<file path="src/design/pwm_pkg.sv">
/*
  Shared constants for the pulse-width modulator: register word offsets,
  field positions, reset values and bus widths.
  Assumes a single 100 MHz core clock and a 2-bit word-addressed slave port.
*/
package pwm_pkg;
  localparam int DATA_W = 32;
  localparam int ADDR_W = 2;
  // word offsets of the register file
  localparam logic [1:0] OFS_PERIOD = 2'h0;
  localparam logic [1:0] OFS_LOW_TIME = 2'h1;
  localparam logic [1:0] OFS_GATE = 2'h2;
  localparam logic [1:0] OFS_RESERVED = 2'h3;
  // enable bit position within the gate register
  localparam int GATE_BIT = 0;
  // values after reset
  localparam logic [31:0] PERIOD_RESET = 32'h0000_0000;
  localparam logic [31:0] LOW_TIME_RESET = 32'h0000_0000;
  localparam logic GATE_RESET = 1'b0;
  localparam logic [31:0] COUNT_RESET = 32'h0000_0000;
  localparam logic [31:0] READ_IDLE = 32'h0000_0000;
endpackage

</file>
<file path="src/design/pwm_with_register_slave.sv">
/*
  Pulse-width modulator with a zero-wait word-addressed register slave.
  Assumes the host drives chip select, strobes, address and write data
  synchronously to core_clk; only one strobe is expected per cycle.
*/
// What this block does
// (RULE1) modulator and slave port share one clock.
// (RULE2) counter and comparator are 32 bits wide.
// (RULE3) counter advances each clock and wraps at the programmed period.
// (RULE4) output low while count at or below low-time, high above.
// (RULE5) offset 0 holds the period in clock cycles.
// (RULE6) offset 1 holds the low-time in clock cycles.
// (RULE7) offset 2 bit 0 enables the waveform.
// (RULE8) offset 3 is reserved with no function.
// (RULE9) period and low-time read back their last written value; the gate register reads back bit 0 only.
// (RULE10) host programs period, low-time and enable before using output.
// (RULE11) every read and write completes in one clock.
// (RULE12) read data answers in the same cycle as the read.
// (RULE13) no extra setup or hold cycles around transfers.
// (RULE14) a 2-bit word address selects whole 32-bit registers.
// (RULE15) active-low reset returns registers and counter to initial state.
// (RULE16) dedicated registers hold period and low-time for the core.
// (RULE17) period register resets to a build-time parameter.
// (RULE18) access only with chip select plus read or write strobe.
// (RULE19) disabled holds counter and output at zero; reserved reads zero.
`timescale 1ns/1ns
`default_nettype none
module pwm_with_register_slave #(
  parameter logic [31:0] PERIOD_INIT = pwm_pkg::PERIOD_RESET
) (
  // clock and reset
  input wire logic core_clk,
  input wire logic rst_b,
  // register slave port
  input wire logic chipSelect,
  input wire logic [pwm_pkg::ADDR_W-1:0] address,
  input wire logic write,
  input wire logic [pwm_pkg::DATA_W-1:0] writeData,
  input wire logic read,
  output logic [pwm_pkg::DATA_W-1:0] readData,
  // waveform
  output logic pulseOut
);
  import pwm_pkg::*;

  logic [DATA_W-1:0] period_reg;
  logic [DATA_W-1:0] lowTime_reg;
  logic gate_reg;
  logic [DATA_W-1:0] readMux;
  wire logic wrAccess;
  wire logic rdAccess;
  wire logic wrPeriod;
  wire logic wrLowTime;
  wire logic wrGate;
  wire logic taskPulse;
  wire logic [DATA_W-1:0] countValue;

  // one-hot word decode, shared by write steering
  function automatic logic hit(input logic [ADDR_W-1:0] a, input logic [ADDR_W-1:0] ofs);
    hit = (a == ofs); // [RULE14]
  endfunction

  // strobes only count together with chip select
  assign wrAccess = chipSelect && write; // [RULE18]
  assign rdAccess = chipSelect && read; // [RULE18]
  assign wrPeriod = wrAccess && hit(address, OFS_PERIOD); // [RULE5]
  assign wrLowTime = wrAccess && hit(address, OFS_LOW_TIME); // [RULE6]
  assign wrGate = wrAccess && hit(address, OFS_GATE); // [RULE7]

  // read mux is combinational so data meets the read in its own cycle;
  // the trade-off is that readData is not a flop, as zero latency demands
  always_comb begin
    readMux = READ_IDLE;
    if (rdAccess) begin // [RULE12] [RULE13]
      case (address)
        OFS_PERIOD: readMux = period_reg; // [RULE9]
        OFS_LOW_TIME: readMux = lowTime_reg; // [RULE9]
        OFS_GATE: readMux = {31'h0, gate_reg}; // [RULE9]
        OFS_RESERVED: readMux = READ_IDLE; // [RULE8] [RULE19]
        default: readMux = READ_IDLE;
      endcase
    end
  end
  assign readData = readMux;

  // writes land at the clock edge that ends the single-cycle transfer
  always_ff @(posedge core_clk or negedge rst_b) begin // [RULE11] [RULE15] [RULE16]
    if (!rst_b) begin
      period_reg <= PERIOD_INIT; // [RULE17]
      lowTime_reg <= LOW_TIME_RESET;
      gate_reg <= GATE_RESET;
    end else begin
      if (wrPeriod) begin
        period_reg <= writeData;
      end
      if (wrLowTime) begin
        lowTime_reg <= writeData;
      end
      if (wrGate) begin
        gate_reg <= writeData[GATE_BIT]; // [RULE7]
      end
    end
  end

  // core runs on the same clock as the slave
  pwm_task_logic pwm_task_logic_inst ( // [RULE1]
    .core_clk(core_clk),
    .rst_b(rst_b),
    .gateOn(gate_reg),
    .periodCycles(period_reg),
    .lowTimeCycles(lowTime_reg),
    .pulseOut(taskPulse),
    .countValue(countValue)
  );
  assign pulseOut = taskPulse;
endmodule
`default_nettype wire

</file>
<file path="src/design/pwm_task_logic.sv">
/*
  Modulation core: a wrapping period counter and a low-time comparator.
  Assumes period and low-time come from registers on the same clock.
*/
`timescale 1ns/1ns
`default_nettype none
module pwm_task_logic (
  // clock and reset
  input wire logic core_clk,
  input wire logic rst_b,
  // settings
  input wire logic gateOn,
  input wire logic [pwm_pkg::DATA_W-1:0] periodCycles,
  input wire logic [pwm_pkg::DATA_W-1:0] lowTimeCycles,
  // waveform
  output logic pulseOut,
  output logic [pwm_pkg::DATA_W-1:0] countValue
);
  import pwm_pkg::*;

  logic [DATA_W-1:0] count_reg;
  logic [DATA_W-1:0] count_next;
  logic pulse_reg;
  logic pulse_next;
  wire logic wrapNow;

  // wrap at period-1; a period of 0 or 1 keeps the counter at zero
  assign wrapNow = (count_reg >= periodCycles - 32'h0000_0001) || (periodCycles == 32'h0);
  assign count_next = !gateOn ? COUNT_RESET : // [RULE19]
                      wrapNow ? COUNT_RESET : count_reg + 32'h0000_0001; // [RULE3] [RULE2]
  // output is decided from the next count, so it is a pure flop aligned with the counter
  assign pulse_next = gateOn && (count_next > lowTimeCycles); // [RULE4] [RULE19]

  // single clock domain for the whole core
  always_ff @(posedge core_clk or negedge rst_b) begin // [RULE1] [RULE15]
    if (!rst_b) begin
      count_reg <= COUNT_RESET;
      pulse_reg <= 1'b0;
    end else begin
      count_reg <= count_next;
      pulse_reg <= pulse_next;
    end
  end

  assign pulseOut = pulse_reg;
  assign countValue = count_reg;
endmodule
`default_nettype wire

</file>
<file path="config.mk">
export PLATFORM = sky130hd
export DESIGN_NAME = pwm_with_register_slave
export DESIGN_NICKNAME = d
export VERILOG_FILES = /design/src/design/pwm_pkg.sv /design/src/design/pwm_with_register_slave.sv /design/src/design/pwm_task_logic.sv
export SDC_FILE = /design/constraint.sdc
export NUM_CORES = 1
export LEC_CHECK = 0
export BUFFER_PORTS_ARGS = -buffer_cell sky130_fd_sc_hd__clkbuf_2
export CAP_MARGIN = 20
export CORE_ASPECT_RATIO = 1.75
export CORE_MARGIN = 2
export CORE_UTILIZATION = 30
export CTS_CLUSTER_DIAMETER = 40
export CTS_CLUSTER_SIZE = 40
export DETAILED_ROUTE_END_ITERATION = 10
export HOLD_SLACK_MARGIN = 0.06
export PLACE_DENSITY = 0.57
export SYNTH_ARGS = -nofsm -noshare
export SYNTH_HDL_FRONTEND = slang
export SYNTH_SLANG_ARGS = --single-unit
</file>
<file path="constraint.sdc">
create_clock -name core_clk -period 4.6 [get_ports core_clk]
set_input_delay 0.92 -clock core_clk [delete_from_list [all_inputs] [get_ports core_clk]]
set_output_delay 0.92 -clock core_clk [all_outputs]
set_load 0.02 [all_outputs]
</file>
Word-level counts from Yosys, hierarchy flattened
Cells that the tools add are included.
{ "op_classes": {"addsub": 2, "mul": 0, "div": 0, "n_lt_le_gt_ge": 2, "n_eq_ne": 3, "shifts": 0, "n_mux": 4, "n_bitwise": 0, "reduce_logical": 9} }
{ "ops": {"columns": ["operator", "count"], "rows": [
  ["32-bit one-hot mux with 4 select lines", 1],
  ["32-bit 2-to-1 mux", 3],
  ["32-bit by 1-bit adder with 32-bit output (second input constant)", 1],
  ["32-bit >= comparator", 1],
  ["32-bit greater-than comparator", 1],
  ["32-bit logical NOT", 1],
  ["32-bit by 1-bit subtractor with 32-bit output (second input constant)", 1],
  ["1-bit logical AND", 6],
  ["2-bit == test (second input constant)", 2],
  ["2-bit by 1-bit == test with 1-bit output (second input constant)", 1],
  ["2-bit logical NOT", 1],
  ["1-bit logical OR", 1]
]} }
{ "totals": {"regBits": 98, "latch_bits": 0, "ram_bits": 0, "romBits": 0, "input_bits": 39, "out_inout_bits": 33, "wordCells": 25, "mem_count": 0} }

Logic depth before layout (Yosys ltp)
{ "depth": {"ltp_word": 7, "ltp_mapped": 22, "depth_no_buf": 20} }

Hierarchy
Synthesis repeated with hierarchy kept, for this count alone.
{ "unflattened": {"cells_unflattened": 663, "area_unflattened_um2": 6747.7} }
{ "by_module_without_submodules": {"columns": ["module", "n_inst", "cells_per_inst", "area_per_inst_um2", "seq_area_each_um2"], "rows": [
  ["pwm_task_logic", 1, 449, 3803.6, 825.8],
  ["pwm_with_register_slave", 1, 214, 2944.1, 1626.6]
]} }

Worst setup path after synthesis
OpenSTA, ideal clock, no wires.
{ "synth_path": {"path_kind": "reg-to-reg", "from": "register period_reg[11]", "to": "register pwm_task_logic_inst.pulse_reg, in the netlist pwm_task_logic_inst.pulseOut", "setup_time_ns": 0.119, "arrival_ns": 4.645, "required_ns": 4.481, "path_slack_ns": -0.164, "stages_incl_launch_ff": 21, "n_path_buf": 1, "cell_sequence": "dfrtp_1 > or4_4 > nand2b_4 > nor4_4 > nand2_2 > or3_1 > xor2_1 > ha_1 > nand4_1 > a21oi_1 > a2111oi_0 > nand4_2 > buf_2 > nor2_1 > ha_1 > a21o_1 > nand3_1 > a21oi_1 > a2111oi_0 > o211ai_1 > o21ba_2"} }
{ "synth_via": {"elab_chain_cells": 7, "elab_cells_between_ends": 8, "cone_classes": "add/sub: 1; order compare: 2; mux: 2; reduce/logical: 3"} }
{ "synth_rtl": {"columns": ["element", "line_no", "source"], "rows": [
  ["start: declaration", "pwm_with_register_slave.sv:46", "logic [DATA_W-1:0] period_reg;"],
  ["start signal: assignment", "pwm_with_register_slave.sv:94", "period_reg <= writeData;"],
  ["32-bit by 1-bit subtractor with 32-bit output", "pwm_task_logic.sv:28", "assign wrapNow = (count_reg >= periodCycles - 32'h0000_0001) || (periodCycles == 32'h0);"],
  ["32-bit >= comparator", "pwm_task_logic.sv:28", null],
  ["1-bit logical OR (*)", "pwm_task_logic.sv:28", null],
  ["32-bit 2-to-1 mux (*)", "pwm_task_logic.sv:30", "wrapNow ? COUNT_RESET : count_reg + 32'h0000_0001;"],
  ["32-bit 2-to-1 mux (*)", "pwm_task_logic.sv:29", "assign count_next = !gateOn ? COUNT_RESET :"],
  ["named net pwm_task_logic_inst.count_next[21]", "pwm_task_logic.sv:22", "logic [DATA_W-1:0] count_next;"],
  ["32-bit greater-than comparator (*)", "pwm_task_logic.sv:32", "assign pulse_next = gateOn && (count_next > lowTimeCycles);"],
  ["1-bit logical AND (*)", "pwm_task_logic.sv:32", null],
  ["named net pwm_task_logic_inst.pulse_next", "pwm_task_logic.sv:24", "logic pulse_next;"],
  ["end signal: assignment", "pwm_task_logic.sv:41", "pulse_reg <= pulse_next;"],
  ["end: declaration", "pwm_task_logic.sv:23", "logic pulse_reg;"]
]} }
Mark *: on every way through the listed nets, which the timed path passes. The rest lies on a longest branch.
A chain may end at the register's enable or synchronous reset.

Worst setup path in the final report
{ "layout_path": {"from": "register period_reg[13]", "to": "register pwm_task_logic_inst.pulse_reg, in the netlist pwm_task_logic_inst.pulseOut"} }
Same word-level chain as after synthesis.

==> summary.md <==
| Metric | Value |
|---|---|
| Status | finished with violations |
| Failing checks | negative setup slack |
| Commonest non-fill, non-tap cell in the layout | dfrtp_1 |
| Top routing layer used | met4 |
| Hpwl dp | 13.7 mm |
| Synth Instances | 647 |
| Final Util | between 30 and 40% |
| Routed Antenna Nets | 0 |
| Critical Path Source Type | flip-flop |
| Vias | 5153 |
| IO Count | 72 |
| EDFF count, synth | 0 |
| H-tree depth | 3 |
| Arrival time of the worst setup path | slightly below 5 ns |
| Met3 WL | 388 um |
| Overall Power | 2.69 mW |
| Reg2Reg Launch Point | period_reg[13] |
| RePlAce Congestion | between 0.9 and 1 |
| Clk Latency, worst-skew pair | 0.36 ns |
| Ys flop type | dfrtp_1 |
| Drt pass-1 iters | 4 |
| Final net count | 889 |
| CTS tree | done |
| First-pass GRT wire length | 28.0 mm |
| Final WS setup | -0.0498 ns |
| DR iter-0 viols | roughly 190 |
| Max Transition Viols Final | 0 |
| Hold WC Path Type | flip-flop to flip-flop |
| Die area | roughly 23000 um^2 |
| Commonest cells after routing, fill and taps aside | dfrtp_1, nor2_1, clkbuf_2, buf_4, ha_1 |
| YS warnings | 0 |
| Worst reg2reg setup slack | -0.05 ns |
| Row Count | 71 |
| Drt total wl | between 15 and 20 mm |
| Grt ovf | 0 |
| Hold EP | pwm_task_logic_inst.countValue[0] |
| Setup violators final | 1 |
| Worst slew pin tran | 0.936 ns |
| Ys async rst share | 100% |
| R2R Path End | pwm_task_logic_inst.pulseOut |
| Pin count of the biggest net entering global routing | 43 |
| CTS Buf Count | 9 |
| Die W | 115 um |
| Share of cells above drive strength 1 | approximately a third |
| Pre-CTS setup slack | -0.310 ns |
| Mapped Area | 6500 um^2 |
| Drt wl/cell | roughly 16 um |
| Post-Syn Area per Cell | 10.1 um^2 |
| Core footprint | 21400 um^2 |
| Final Hold Viols | 0 |
| PwrDens | 333 nW/um^2 |
| Worst Hold Launch | pwm_task_logic_inst.countValue[0] |
| Hold path cells | 1 |
| Overall global routing resource usage | ~16% |
| DRC | 0 |
| RSZ-0062 raised after global routing | yes |
| Worst EP required | 4.85 ns |
| Clock-pin transition on the worst setup and hold timing paths | 0.07 ns |
| Drt via density | approximately 4.8 |
| ANT cells | 0 |
| Setup Skew | 0.00636 ns |
| Setup CP Type | flip-flop to flip-flop |
| CP Max Fanout | 17 |
| Synth cell types | 45 |
| Syn Nets | 753 |
| Clk buf depth | 2 |
| Clk sinks | 98 |
| Initial Util | between 30% and 40% |
| Lkg Pwr | about 3.8 nW |
| Synthesized flop and latch total | 98 |
| Initial antenna violation count | 0 |
| Fillers | 2194 |
| Worst Setup End Kind | flip-flop |
| Port bufs | 71 |
| CTS Root Cell | clkbuf_16 |
| WL met1 | about 6.6 mm |
| Peak supply drop | 174 uV |
| FF-to-FF path depth | 20 |
| Area growth syn-to-layout | 24.6% |
| Max Cap Viol | 0 |
| Relative slew margins | 37.4% |
| Vias in the first global route | about 5400 |
| Seq/Total Area, Yosys | between 30 and 40% |
| Metal2 WL | roughly 10 mm |
| Tmin final | 4.65 ns |
| Max Clock Freq | 215 MHz |
| Part of the cycle the worst path needs | 101% |
| Die height | between 150 and 200 um |
## how the worst max path moves through the flow
| stage | cells past startpoint | from | to |
|---|---|---|---|
| after floorplan | 20 | period_reg[11] | pwm_task_logic_inst.pulseOut |
| after global placement | 22 | period_reg[3] | pwm_task_logic_inst.pulseOut |
| after detailed placement | 20 | period_reg[13] | pwm_task_logic_inst.pulseOut |
| after CTS | 20 | period_reg[13] | pwm_task_logic_inst.pulseOut |
| after global routing | 21 | period_reg[13] | pwm_task_logic_inst.pulseOut |
| final | 20 | period_reg[13] | pwm_task_logic_inst.pulseOut |
## power breakdown
group / switching (mW) / leakage (nW) / internal [mW]
logic: 0.410 / 2.45 / 0.410
registers: 0.123 / 1.24 / 0.995
clock network: 0.339 / 0.142 / 0.418
total: 0.872 / 3.83 / 1.82
## worst max-delay path: stages, from the launching register on
cell and delay, ns:
dfrtp_1 0.38, or4_4 0.53, nand2b_4 0.18, nor4_4 0.24
nand2_2 0.11, or3_1 0.37, xor2_1 0.16, ha_1 0.34
a21oi_2 0.16, a21boi_2 0.08, o31ai_2 0.30, nand4_2 0.17
buf_6 0.19, nor2_2 0.15, ha_1 0.26, a21o_1 0.18
nand3_1 0.07, a21oi_1 0.09, a211oi_2 0.25, a21oi_1 0.11
o21ba_2 0.21
## what timing repair did
action / in CTS / in global routing
gates cloned: 0 / 0
pin swaps: 17 / 0
setup endpoints to repair: 1 / 1
setup buffers: 5 / 0
hold buffers: 0 / 0
resized for setup: 26 / 1
## cells in the mapped netlist, drive strengths merged (5+ instances only)
cell,number,area [um^2]
nand2b,5,38.8
inv,38,143
nand3,17,85.1
buf,7,30.0
a21o,9,67.6
dfrtp,98,2450
nand2,35,134
nor2,87,327
xor2,30,263
ha,67,838
a21oi,24,120
and3,5,31.3
o21ai,9,45.0
xnor2,28,245
mux2i,32,320
nand4,21,138
nor4,11,118
mux2,63,709
clkbuf,11,41.3
nor3,11,55.1
## kinds of logic (layout without fill, tap and decap cells)
family / count (synthesis) / in the layout / share of synthesized area (%)
buffers and inverters: 56 / 197 / 3.29
AOI/OAI and AO/OA: 57 / 57 / 5.58
and+or+nand+nor: 216 / 216 / 16.9
xor gates and xnor gates: 58 / 58 / 7.81
adders and majority gates: 67 / 67 / 12.9
muxes: 95 / 95 / 15.8
DFF: 98 / 98 / 37.7
## routing by layer
metal,up-vias,global-route usage (%)
li1,2545,-
met1,2524,16.8
met2,63,31.1
met3,21,2.41
met4,0,5.58
met5,-,0
## per-stage QoR
step	setup TNS (ns)	instances	cell area [um^2]	hold WS (ns)
after floorplan	0	647	6510	0.447
after global placement	-0.302	1060	7680	0.463
after detailed placement	-0.310	1060	7680	0.481
after CTS	-0.0471	1080	8090	0.488
after global routing	-0.338	1080	8100	0.512
final	-0.0498	1080	8100	0.487
## area by class of cell
class                      count  area [um^2]  share of cell area, %
timing repair buffer         143          910                   11.2
clock inverter                 6         57.6                  0.710
clock buffer                  10          229                   2.83
multi-input combinational    493         3950                   48.7
tap                          292          365                   4.51
sequential                    98         2450                   30.3
inverter                      38          143                   1.76
Note: power is estimated with default switching activity, not from simulation.
